==> src/common/frame_wd_pkg.sv <==
// constants and types shared by the frame watchdog and sync source block
package frame_wd_pkg;
  // apb register byte offsets
  localparam logic [7:0] OFS_CONFIG = 8'h00;
  localparam logic [7:0] OFS_IRQ_PENDING = 8'h04;
  localparam logic [7:0] OFS_IRQ_ENABLE = 8'h08;
  localparam logic [7:0] OFS_IRQ_CLEAR = 8'h0C;
  localparam logic [7:0] OFS_FRAME_TIME = 8'h10;
  localparam logic [7:0] OFS_LAST_SYNC = 8'h14;
  // config register field positions
  localparam int unsigned CFG_WDT_BIT = 4;
  localparam int unsigned CFG_TTSYNC_BIT = 3;
  localparam int unsigned CFG_EVEN_BIT = 2;
  localparam logic [4:0] CFG_RESET = 5'h00;
  localparam logic [4:0] CFG_WMASK = 5'h1C;
  // interrupt bit positions
  localparam int unsigned IRQ_EOF_BIT = 0;
  localparam int unsigned IRQ_SYNC_TB_BIT = 1;
  localparam int unsigned IRQ_W = 2;
  localparam logic [1:0] IRQ_RESET = 2'h0;
  // frame timer
  localparam int unsigned FT_W = 16;
  localparam logic [15:0] FT_RESET = 16'h0000;
  localparam logic [15:0] FT_ONE = 16'h0001;
  // mode code of synchronize with data word
  localparam logic [4:0] MC_SYNC_DATA = 5'h11;
  // timer resolution: 100 us per lsb at a 20 ns clock
  localparam int unsigned TICK_PERIOD_NS = 100000;
  localparam int unsigned CLK_PERIOD_NS = 20;
  localparam int unsigned TICK_CYCLES_DEF = (TICK_PERIOD_NS + CLK_PERIOD_NS - 1) / CLK_PERIOD_NS;
  localparam logic [15:0] TICK_CNT_RESET = 16'h0000;
  localparam logic [31:0] DATA_ZERO = 32'h0000_0000;

  typedef enum logic [0:0] {
    TMR_IDLE = 1'b0,
    TMR_RUN = 1'b1
  } timer_state_t;
endpackage

==> src/logic/frame_timer.sv <==
// 16-bit frame down counter with single expiry pulse
`timescale 1ns/1ps
module frame_timer
  import frame_wd_pkg::*;
(
  input wire logic clock,
  input wire logic arst_n,
  input wire logic tick,
  input wire logic load,
  input wire logic [15:0] load_value,
  input wire logic start,
  output logic [15:0] count,
  output logic running,
  output logic expire
);
  timer_state_t state_reg;
  timer_state_t state_next;
  logic [15:0] count_reg;
  logic [15:0] count_next;
  logic expire_reg;
  wire last_step = (state_reg == TMR_RUN) && tick && (count_reg == FT_ONE);
  wire dec_step = (state_reg == TMR_RUN) && tick && (count_reg != FT_RESET);

  always_comb begin
    count_next = count_reg;
    state_next = state_reg;
    // a reload while running keeps the timer going: that is how the watchdog is fed
    if (load) begin
      count_next = load_value;
    end else if (dec_step) begin
      count_next = count_reg - FT_ONE;
    end
    case (state_reg)
      TMR_IDLE: begin
        if (start) begin
          state_next = TMR_RUN;
        end
      end
      TMR_RUN: begin
        // stops at zero; expiry fires once only
        if ((last_step && !load) || (count_reg == FT_RESET && !load)) begin
          state_next = TMR_IDLE;
        end
      end
      default: begin
        state_next = TMR_IDLE;
      end
    endcase
  end

  always_ff @(posedge clock or negedge arst_n) begin
    if (!arst_n) begin
      state_reg <= TMR_IDLE;
      count_reg <= FT_RESET;
      expire_reg <= 1'b0;
    end else begin
      state_reg <= state_next;
      count_reg <= count_next;
      expire_reg <= last_step && !load;
    end
  end

  assign count = count_reg;
  assign running = (state_reg == TMR_RUN);
  assign expire = expire_reg;
endmodule

==> src/logic/sync_word_select.sv <==
// chooses the data word sent with each bus message
`timescale 1ns/1ps
module sync_word_select
  import frame_wd_pkg::*;
(
  input wire logic clock,
  input wire logic arst_n,
  input wire logic msg_req,
  input wire logic msg_is_mode,
  input wire logic [4:0] msg_mode_code,
  input wire logic sync_data_from_timebase,
  input wire logic [15:0] ram_word,
  input wire logic [15:0] time_base_low,
  input wire logic timetag_sync_source_enable,
  input wire logic even_timetag_force,
  output logic tx_valid,
  output logic [15:0] tx_word,
  output logic wb_en,
  output logic [15:0] wb_data,
  output logic from_timebase
);
  logic tx_valid_reg;
  logic [15:0] tx_word_reg;
  logic wb_en_reg;
  logic from_tb_reg;
  wire is_sync17 = msg_is_mode && (msg_mode_code == MC_SYNC_DATA);
  // time base used only for sync mode data with both enables set
  wire use_tb = is_sync17 && timetag_sync_source_enable && sync_data_from_timebase;
  wire lsb_val = time_base_low[0] & ~even_timetag_force;
  wire [15:0] tb_word = {time_base_low[15:1], lsb_val};
  wire [15:0] sel_word = use_tb ? tb_word : ram_word;

  always_ff @(posedge clock or negedge arst_n) begin
    if (!arst_n) begin
      tx_valid_reg <= 1'b0;
      tx_word_reg <= FT_RESET;
      wb_en_reg <= 1'b0;
      from_tb_reg <= 1'b0;
    end else begin
      tx_valid_reg <= msg_req;
      if (msg_req) begin
        tx_word_reg <= sel_word;
      end
      wb_en_reg <= msg_req && use_tb;
      from_tb_reg <= msg_req && use_tb;
    end
  end

  assign tx_valid = tx_valid_reg;
  assign tx_word = tx_word_reg;
  assign wb_en = wb_en_reg;
  assign wb_data = tx_word_reg;
  assign from_timebase = from_tb_reg;
endmodule

==> src/logic/frame_watchdog_sync.sv <==
// bus controller frame watchdog and sync mode data source with apb registers
`timescale 1ns/1ps
module frame_watchdog_sync
  import frame_wd_pkg::*;
#(
  parameter int unsigned TICK_CYCLES = TICK_CYCLES_DEF
)
(
  input wire logic clock,
  input wire logic arst_n,
  // apb slave
  input wire logic psel,
  input wire logic penable,
  input wire logic pwrite,
  input wire logic [7:0] paddr,
  input wire logic [31:0] pwdata,
  output logic [31:0] prdata,
  output logic pready,
  output logic pslverr,
  // sequencer instruction strobes
  input wire logic load_frame_timer_op,
  input wire logic [15:0] frame_timer_param,
  input wire logic start_frame_timer_op,
  // message data request from the sequencer
  input wire logic msg_req,
  input wire logic msg_is_mode,
  input wire logic [4:0] msg_mode_code,
  input wire logic sync_data_from_timebase,
  input wire logic [15:0] ram_word,
  input wire logic [15:0] time_base_low,
  output logic tx_valid,
  output logic [15:0] tx_word,
  output logic ram_wb_en,
  output logic [15:0] ram_wb_data,
  // interrupt
  output logic irq
);

  // configuration and interrupt state
  logic [4:0] config_reg;
  logic [4:0] config_next;
  logic [IRQ_W-1:0] pending_reg;
  logic [IRQ_W-1:0] pending_next;
  logic [IRQ_W-1:0] enable_reg;
  logic [IRQ_W-1:0] enable_next;
  logic irq_reg;
  logic [15:0] last_sync_reg;

  // apb handshake: one wait state so the answer comes from flip-flops
  logic pready_reg;
  logic pslverr_reg;
  logic [31:0] prdata_reg;
  logic [31:0] rdata_mux;

  // 100 us prescaler
  logic [15:0] tick_cnt_reg;
  logic [15:0] tick_cnt_next;
  logic tick_reg;

  // frame timer and selector outputs
  logic [15:0] ft_count;
  logic ft_expire;
  logic sel_from_tb;
  logic sel_valid;
  logic [15:0] sel_word;

  wire frame_watchdog_enable = config_reg[CFG_WDT_BIT];
  wire timetag_sync_source_enable = config_reg[CFG_TTSYNC_BIT];
  wire even_timetag_force = config_reg[CFG_EVEN_BIT];

  // bus decode
  wire access = psel && penable;
  wire done = access && pready_reg;
  wire wr_done = done && pwrite;
  wire hit_config = (paddr == OFS_CONFIG);
  wire hit_pending = (paddr == OFS_IRQ_PENDING);
  wire hit_enable = (paddr == OFS_IRQ_ENABLE);
  wire hit_clear = (paddr == OFS_IRQ_CLEAR);
  wire hit_frame = (paddr == OFS_FRAME_TIME);
  wire hit_last = (paddr == OFS_LAST_SYNC);
  wire mapped = hit_config || hit_pending || hit_enable || hit_clear || hit_frame || hit_last;
  // read-only registers refuse writes, the clear register refuses reads
  wire ro_write = pwrite && (hit_pending || hit_last);
  wire wo_read = !pwrite && hit_clear;
  wire bad_access = !mapped || ro_write || wo_read;
  // the answer is prepared in the first access cycle and shown in the second
  wire answer = access && !pready_reg;
  wire rd_capture = answer && !pwrite;

  wire wr_config = wr_done && hit_config;
  wire wr_enable = wr_done && hit_enable;
  wire wr_clear = wr_done && hit_clear;
  wire wr_frame = wr_done && hit_frame;

  // software may also load the frame time directly; the sequencer op wins on a tie
  wire ft_load = load_frame_timer_op || wr_frame;
  wire [15:0] ft_load_value = load_frame_timer_op ? frame_timer_param : pwdata[15:0];

  // end of frame only when the watchdog and its interrupt enable are both on
  wire eof_armed = frame_watchdog_enable && enable_reg[IRQ_EOF_BIT];
  wire eof_set = ft_expire && eof_armed;
  wire [IRQ_W-1:0] irq_set = {sel_from_tb, eof_set};
  // ones written to the clear register drop their pending bits, zeros leave them
  wire [IRQ_W-1:0] irq_clr = wr_clear ? pwdata[IRQ_W-1:0] : IRQ_RESET;
  wire [IRQ_W-1:0] irq_level_next = pending_next & enable_next;

  // one wrap every TICK_CYCLES clocks makes one timer lsb
  wire tick_wrap = (tick_cnt_reg == 16'(TICK_CYCLES - 1));

  always_comb begin
    tick_cnt_next = tick_cnt_reg + 16'h0001;
    if (tick_wrap) begin
      tick_cnt_next = TICK_CNT_RESET;
    end
  end

  always_comb begin
    config_next = config_reg;
    // reserved bits are masked so they always read back as zero
    if (wr_config) begin
      config_next = pwdata[4:0] & CFG_WMASK;
    end
  end

  always_comb begin
    enable_next = enable_reg;
    if (wr_enable) begin
      enable_next = pwdata[IRQ_W-1:0];
    end
  end

  // a new event in the same cycle as its clear is kept
  always_comb begin
    pending_next = (pending_reg & ~irq_clr) | irq_set;
  end

  // read words; bits above each register read as zero
  wire [31:0] rd_config = {27'h0, config_reg};
  wire [31:0] rd_pending = {30'h0, pending_reg};
  wire [31:0] rd_enable = {30'h0, enable_reg};
  wire [31:0] rd_frame = {16'h0000, ft_count};
  wire [31:0] rd_last = {16'h0000, last_sync_reg};

  // unmapped and write-only addresses fall through to zero
  always_comb begin
    rdata_mux = DATA_ZERO;
    case (1'b1)
      hit_config: begin
        rdata_mux = rd_config;
      end
      hit_pending: begin
        rdata_mux = rd_pending;
      end
      hit_enable: begin
        rdata_mux = rd_enable;
      end
      hit_frame: begin
        rdata_mux = rd_frame;
      end
      hit_last: begin
        rdata_mux = rd_last;
      end
      default: begin
        rdata_mux = DATA_ZERO;
      end
    endcase
  end

  always_ff @(posedge clock or negedge arst_n) begin
    if (!arst_n) begin
      tick_cnt_reg <= TICK_CNT_RESET;
    end else begin
      tick_cnt_reg <= tick_cnt_next;
    end
  end

  // the prescaler free-runs, so the first lsb after a start may be short by up to one tick
  always_ff @(posedge clock or negedge arst_n) begin
    if (!arst_n) begin
      tick_reg <= 1'b0;
    end else begin
      tick_reg <= tick_wrap;
    end
  end

  always_ff @(posedge clock or negedge arst_n) begin
    if (!arst_n) begin
      config_reg <= CFG_RESET;
    end else begin
      config_reg <= config_next;
    end
  end

  always_ff @(posedge clock or negedge arst_n) begin
    if (!arst_n) begin
      enable_reg <= IRQ_RESET;
    end else begin
      enable_reg <= enable_next;
    end
  end

  always_ff @(posedge clock or negedge arst_n) begin
    if (!arst_n) begin
      pending_reg <= IRQ_RESET;
    end else begin
      pending_reg <= pending_next;
    end
  end

  // taken from the next values so irq moves together with the pending bits
  always_ff @(posedge clock or negedge arst_n) begin
    if (!arst_n) begin
      irq_reg <= 1'b0;
    end else begin
      irq_reg <= |irq_level_next;
    end
  end

  // keeps the last word sent from the time base so software can see what went out
  always_ff @(posedge clock or negedge arst_n) begin
    if (!arst_n) begin
      last_sync_reg <= FT_RESET;
    end else if (sel_from_tb) begin
      last_sync_reg <= sel_word;
    end
  end

  // ready stands for one cycle only, the master drops its request right after it
  always_ff @(posedge clock or negedge arst_n) begin
    if (!arst_n) begin
      pready_reg <= 1'b0;
    end else begin
      pready_reg <= answer;
    end
  end

  always_ff @(posedge clock or negedge arst_n) begin
    if (!arst_n) begin
      pslverr_reg <= 1'b0;
    end else begin
      pslverr_reg <= answer && bad_access;
    end
  end

  // read data is taken in the first access cycle, so a read has no side effect
  always_ff @(posedge clock or negedge arst_n) begin
    if (!arst_n) begin
      prdata_reg <= DATA_ZERO;
    end else begin
      if (rd_capture) begin
        prdata_reg <= rdata_mux;
      end
    end
  end

  frame_timer frame_timer_inst (
    .clock(clock),
    .arst_n(arst_n),
    .tick(tick_reg),
    .load(ft_load),
    .load_value(ft_load_value),
    .start(start_frame_timer_op),
    .count(ft_count),
    .running(),
    .expire(ft_expire)
  );

  sync_word_select sync_word_select_inst (
    .clock(clock),
    .arst_n(arst_n),
    .msg_req(msg_req),
    .msg_is_mode(msg_is_mode),
    .msg_mode_code(msg_mode_code),
    .sync_data_from_timebase(sync_data_from_timebase),
    .ram_word(ram_word),
    .time_base_low(time_base_low),
    .timetag_sync_source_enable(timetag_sync_source_enable),
    .even_timetag_force(even_timetag_force),
    .tx_valid(sel_valid),
    .tx_word(sel_word),
    .wb_en(ram_wb_en),
    .wb_data(ram_wb_data),
    .from_timebase(sel_from_tb)
  );

  assign prdata = prdata_reg;
  assign pready = pready_reg;
  assign pslverr = pslverr_reg;
  assign tx_valid = sel_valid;
  assign tx_word = sel_word;
  assign irq = irq_reg;
endmodule

==> config.mk <==
export PLATFORM = sky130hd
export DESIGN_NAME = frame_watchdog_sync
export DESIGN_NICKNAME = d
export VERILOG_FILES = /design/src/common/frame_wd_pkg.sv /design/src/logic/frame_timer.sv /design/src/logic/sync_word_select.sv /design/src/logic/frame_watchdog_sync.sv
export SDC_FILE = /design/constraint.sdc
export NUM_CORES = 1
export LEC_CHECK = 0
export BUFFER_PORTS_ARGS = -buffer_cell sky130_fd_sc_hd__buf_2
export CAP_MARGIN = 20
export CORE_MARGIN = 4
export CORE_UTILIZATION = 56
export CTS_BUF_LIST = sky130_fd_sc_hd__clkbuf_4
export DETAILED_ROUTE_END_ITERATION = 12
export PLACE_DENSITY = 0.88
export SETUP_SLACK_MARGIN = 0.3
export SLEW_MARGIN = 20
export SYNTH_ARGS = -nofsm -noshare
export SYNTH_HDL_FRONTEND = slang
export SYNTH_SLANG_ARGS = --single-unit
==> constraint.sdc <==
create_clock -name clock -period 5.45 [get_ports clock]
set_clock_uncertainty 0.15 [all_clocks]
set_input_delay 0.8175 -clock clock [delete_from_list [all_inputs] [get_ports clock]]
set_output_delay 0.8175 -clock clock [all_outputs]
set_load 0.05 [all_outputs]
# Word level (Yosys, flattened, before mapping)
# Index checks and enable logic that the tools add are counted.
[word_totals]
ff_bits = 111
input_bits = 103
[op_classes]
add_sub_neg = 2
mux = 15
reduce_logical = 42
bitwise_logic = 7
eq_ne = 8
[op_table]
columns = ["operator", "count"]
rows = [
  ["$mux 16", 7],
  ["$mux 32", 3],
  ["$logic_and 1x1->1", 23],
  ["$add 16x1->16 const B", 1],
  ["$eq 16x1->1 const B", 1],
  ["$eq 16x13->1 const B", 1],
  ["$eq 8x4->1 const B", 2],
  ["$eq 8x5->1 const B", 2],
  ["$logic_not 16->1", 1],
  ["$reduce_bool 16->1", 1],
  ["$sub 16x1->16 const B", 1],
  ["$logic_or 1x1->1", 10],
  ["$eq 8x3->1 const B", 1],
  ["$logic_not 8->1", 1],
  ["$eq 5x5->1 const B", 1],
  ["$and 2x2->2", 2],
  ["$logic_not 1->1", 4],
  ["$mux 2", 2],
  ["$mux 1", 2],
  ["$not 1->1", 2],
  ["$not 2->2", 1],
  ["$or 2x2->2", 1],
  ["$pmux 1 s2", 1],
  ["$reduce_bool 2->1", 1],
  ["2 further kinds", 2],
]

# Logic depth before layout (Yosys ltp)
[depth]
depth_word = 10
mapped_depth = 7
mapped_depth_nobuf = 6

# Cells and area by module
# Synthesis repeated with hierarchy kept, for this count alone.
[unflattened]
hier_cells = 527
area_unflattened_um2 = 5321.4
[modules_own_cells]
columns = ["module", "cells_per_inst", "n_inst", "seq_area_each_um2", "area_each_um2"]
rows = [
  ["frame_watchdog_sync", 272, 1, 1476.4, 2984.1],
  ["frame_timer", 140, 1, 450.4, 1293.7],
  ["sync_word_select", 115, 1, 450.4, 1043.5],
]

# Worst setup path before layout
# Ideal clock, no wire load.
[synth_timing]
path_kind = "input to register"
start = "input port paddr[5]"
end = "register irq_reg (netlist: irq)"
stages = 5
required_ns = 5.179
arrival_ns = 2.253
path_buffers = 0
path_slack_ns = 2.926
path_cell_list = "nor4_1 and4_1 nor2b_1 mux2_2 a22o_1"
[synth_via]
elab_cells_between_ends = 11
classes_between = "2 x eq/ne; 2 x mux; 4 x bitwise; 3 x reduce/logical"
[synth_lines]
columns = ["element", "line", "rtl"]
rows = [
  ["from (decl)", "frame_watchdog_sync.sv:15", "input wire logic [7:0] paddr,"],
  ["$eq 8x4->1", "frame_watchdog_sync.sv:77", "wire hit_enable = (paddr == OFS_IRQ_ENABLE);"],
  ["$logic_and 1x1->1", "frame_watchdog_sync.sv:91", "wire wr_enable = wr_done && hit_enable;"],
  ["$mux 2", "frame_watchdog_sync.sv:127", "if (wr_enable) begin"],
  ["net enable_next[0]", "frame_watchdog_sync.sv:45", "logic [IRQ_W-1:0] enable_next;"],
  ["$and 2x2->2", "frame_watchdog_sync.sv:105", "wire [IRQ_W-1:0] irq_level_next = pending_next & enable_next;"],
  ["$reduce_or 2->1", "frame_watchdog_sync.sv:215", "irq_reg <= |irq_level_next;"],
  ["to (signal assigned)", "frame_watchdog_sync.sv:215", ""],
  ["to (decl)", "frame_watchdog_sync.sv:46", "logic irq_reg;"],
]
# The timed path passes the listed nets, and every way through them passes these cells.
# A chain may end at the register's enable or synchronous reset.

==> metrics.md <==
| Metric | Value |
|---|---|
| Critical path buffer and inverter count | 1 |
| ANT nets after route | 0 |
| Proportion of synthesized chip area in sequential cells | 0.474 |
| Critical path peak fanout | 18 |
| Post-synthesis register bit count | 95 |
| Remaining global-route overflow | 0 |
| Switching power summed over all nets | ~460 uW |
| Combinational share of power | 0.187 |
| Initial drt markers | between 200 and 300 |
| Number of primary I/O pins | approximately 170 |
| Synth-to-layout area growth | 13.7% |
| Final Hold Violating Endpoints | 0 |
| Proportion of power drawn by the clock network | 0.273 |
| # hold bufs at CTS | 0 |
| Register-to-register setup slack | approximately 3200 ps |
| Status | finished, final reports clean |
| Number of enable flip-flop cells after synthesis | 0 |
| Setup repair after global routing missed its margin | no |
| Final Cell Area | 5700 um2 |
| Critical path capture point type | output port |
| Half-perimeter wire length after placement | 9.81 mm |
| Cell family contributing the most delay on the critical path | flip-flops |
| Ratio of cells with drive above 1 in the final layout | 0.314 |
| Maximum clock frequency | 0.376 GHz |
| Maximum number of pins on one net before global-route repair | 51 |
| Effective utilization at floorplan | 0.575 |
| Die Outline Area | 10500 um2 |
| # H-tree levels | 3 |
| First-pass GRT wire length | 20.7 mm |
| CTS tree | done |
| Via count of the first global-routing pass | 4223 |
| Switching portion of total power | 0.331 |
| Synth area leaders | sky130_fd_sc_hd__dfrtp_1, sky130_fd_sc_hd__buf_4, sky130_fd_sc_hd__mux2_2 |
| Internal | 940 uW |
| Post-synthesis cell area | 5020 um2 |
| DRT Pass-1 Iters | 5 |
| Wire length on met1 | 5.31 mm |
| Initial antenna violation count | 0 |
| Total of max-cap violations | 0 |
| Most used flip-flop cell after synthesis | sky130_fd_sc_hd__dfrtp_1 |
| Ordered list of cells on the worst path | buf_2 |
| Portion of synthesized cell area occupied by the leading cell type | 0.474 |
| Critical Path Sink | ram_wb_en |
| Stages on worst setup path | 1 |
| Path type of the worst setup path | reg -> out |
| Total Neg Setup Slack | 0 ps |
| Cell at the root of the clock tree | sky130_fd_sc_hd__clkbuf_4 |
| Die outline width | 103 um |
| Post-cts sizing count | 0 |
| Worst relative slew slack | 0.484 |
| Site row count | 34 |
| Final critical-path required period | about 2700 ps |
| Slowest CP cell | sky130_fd_sc_hd__dfrtp_1 |
| Clock Sink Count | 95 |
| Clock edge transition at the registers on the reported setup and hold paths | roughly 160 ps |
| Net count of the finished layout | between 700 and 800 |
| Synthesized area divided by synthesized cell count | 9.97 um2 |
| Slew Viols, Final | 0 |
| Antenna cell count | 0 |
| Clock latency reported for the late side of the worst-skew pair | roughly 430 ps |
| P per Cell Area | 246 nW/um2 |
| Tightest Pin Transition | 773 ps |
| Gp weighted congestion | 0.910 |
| Critical R2R Launch | frame_timer_inst.count[11] |
| Highest metal layer with signal wires | met4 |
| Dpl cell area | 5560 um2 |
| Crit path from | sync_word_select_inst.from_timebase |
| Tcrit/Tclk final | 0.488 |
| Proportion of synthesized flip-flops having asynchronous set or reset | 1.00 |
| R2r endpoint | frame_timer_inst.count[9] |
| Arrival time at the worst endpoint | 1690 ps |
| Leakage | around 2.7 nW |
| Routed length on met3 | 958 um |
| Port Buf Inserts | 139 |
| Yosys cell types | 61 |
| Seq pwr share | 0.540 |
| Largest voltage drop on the vdd net | between 150 and 200 uV |
| DRC viols | 0 |
| Synth Warn # | 0 |
| Maximum buffer depth of the clock tree | 2 |
| Total global-route track usage | 0.251 |
| Number of setup violations in the final report | 0 |
| Avg WL per Cell | 17.7 um |
| Die H | 103 um |
| Most area-hungry cell type in the Yosys netlist | sky130_fd_sc_hd__dfrtp_1 |
| Post-detailed-route via-to-cell ratio | 5.93 |
| Detailed-route via count | 4286 |
| Number of filler instances in the final layout | 692 |
| Setup Buffers After CTS | 0 |
| Area of the placeable core | 8720 um2 |
| Crit start category | flop |
| Detailed Route WL | 12.8 mm |
| R2R depth | 5 |
| Met2 WL post-DR | 6.28 mm |
| Required time reported for the critical path endpoint | 4480 ps |
| Num CTS Buffers | 9 |
| Cell count after synthesis | 503 |
| Largest stage delay on the critical path | 870 ps |
| Path class of the lowest-slack min-delay path | in -> async |
-- routing by layer --
layer	GRT usage	vias up
met1	0.327	2087
met2	0.427	197
li1	-	1979
met3	0.0507	23
met4	0.0676	0
met5	0	-
-- layout by cell type, fill, tap and decap left out, types with 7 or more instances in the layout --
cell type	Yosys	routed
sky130_fd_sc_hd__a21oi_1	27	27
sky130_fd_sc_hd__a22oi_1	19	19
sky130_fd_sc_hd__and3_1	10	10
sky130_fd_sc_hd__buf_2	5	138
sky130_fd_sc_hd__clkbuf_4	0	9
sky130_fd_sc_hd__conb_1	1	16
sky130_fd_sc_hd__dfrtp_1	95	95
sky130_fd_sc_hd__mux2_2	21	21
sky130_fd_sc_hd__mux2i_1	16	16
sky130_fd_sc_hd__nand2_1	48	48
sky130_fd_sc_hd__nand3_1	17	17
sky130_fd_sc_hd__nand4_1	9	9
sky130_fd_sc_hd__nor2_1	41	41
sky130_fd_sc_hd__nor3_1	8	8
sky130_fd_sc_hd__o21ai_0	22	22
sky130_fd_sc_hd__xnor2_1	7	7
sky130_fd_sc_hd__xor2_1	12	12
-- synthesized netlist by cell type (4+ instances only) --
library cell               count
sky130_fd_sc_hd__or2_2         4
sky130_fd_sc_hd__nand4_1       9
sky130_fd_sc_hd__clkbuf_1     19
sky130_fd_sc_hd__xnor2_1       7
sky130_fd_sc_hd__nand3_1      17
sky130_fd_sc_hd__nor3_1        8
sky130_fd_sc_hd__mux2_2       21
sky130_fd_sc_hd__o31ai_1       4
sky130_fd_sc_hd__a21oi_1      27
sky130_fd_sc_hd__and3_1       10
sky130_fd_sc_hd__and2_1        6
sky130_fd_sc_hd__nor4_1        7
sky130_fd_sc_hd__buf_2         5
sky130_fd_sc_hd__dfrtp_1      95
sky130_fd_sc_hd__mux2i_1      16
sky130_fd_sc_hd__ha_1          4
sky130_fd_sc_hd__buf_4        32
sky130_fd_sc_hd__a31oi_1       6
sky130_fd_sc_hd__inv_1         5
sky130_fd_sc_hd__o21ai_0      22
sky130_fd_sc_hd__a22oi_1      19
sky130_fd_sc_hd__nand2_1      48
sky130_fd_sc_hd__nor2_1       41
sky130_fd_sc_hd__xor2_1       12
-- worst register-to-register path, cell delays in order, from the launching register on --
cell	delay [ps]
sky130_fd_sc_hd__dfrtp_1	450
sky130_fd_sc_hd__nor4_2	560
sky130_fd_sc_hd__nand2_1	270
sky130_fd_sc_hd__o21ai_2	410
sky130_fd_sc_hd__nand2_1	100
sky130_fd_sc_hd__o221a_1	270
-- cell families after synthesis --
kind of cell             after synthesis  share of synthesized area
XOR/XNOR                              19                     0.0332
AND/OR/NAND/NOR                      172                      0.178
multiplexers                          37                     0.0791
AO/OA/AOI/OAI                        111                      0.149
buffers and inverters                 64                     0.0763
flip-flops                            95                      0.474
other                                  1                   0.000747
adder cells (fa/ha/maj)                4                    0.00998
-- power groups by stage --
stage	Combinational, mW	Clock (mW)	Sequential [mW]
2_1_floorplan	0.157	0	0.806
3_3_place_gp	0.257	0	0.770
3_5_place_dp	0.263	0	0.771
4_1_cts	0.264	0.384	0.758
5_1_grt	0.283	0.418	0.763
6_report	0.263	0.383	0.759
-- per-stage QoR --
stage / hold WS (ps) / setup WS (ps) / std cells / util / power (mW)
global route: 210 / 2700 / 723 / 0.654 / 1.46
floorplan: 283 / 2930 / 518 / - / 0.963
detailed placement: 304 / 2480 / 708 / 0.638 / 1.03
CTS: 217 / 2790 / 723 / 0.654 / 1.41
global placement: 297 / 2580 / 708 / 0.638 / 1.03
finish: 191 / 2790 / 723 / 0.654 / 1.40
-- worst min path at each step --
stage                    startpoint                          endpoint  slack (ps)  depth (start not counted)
global route                 arst_n  sync_word_select_inst.tx_word[5]         210                          1
detailed placement  tick_cnt_reg[0]                   tick_cnt_reg[0]         300                          1
floorplan           tick_cnt_reg[0]                   tick_cnt_reg[0]         280                          1
CTS                          arst_n  sync_word_select_inst.tx_word[5]         220                          1
global placement    tick_cnt_reg[0]                   tick_cnt_reg[0]         300                          1
finish                       arst_n  sync_word_select_inst.tx_word[5]         190                          1
-- area by class of cell --
class	instances	area, um2	share of cell area
clock buffer	9	67.6	0.0118
sequential	95	2380	0.417
tap	108	135	0.0237
multi-input combinational	359	2320	0.407
timing repair buffer	141	713	0.125
inverter	5	18.8	0.00329
clock inverter	6	71.3	0.0125
No activity file was read; power rests on OpenSTA's default activity.
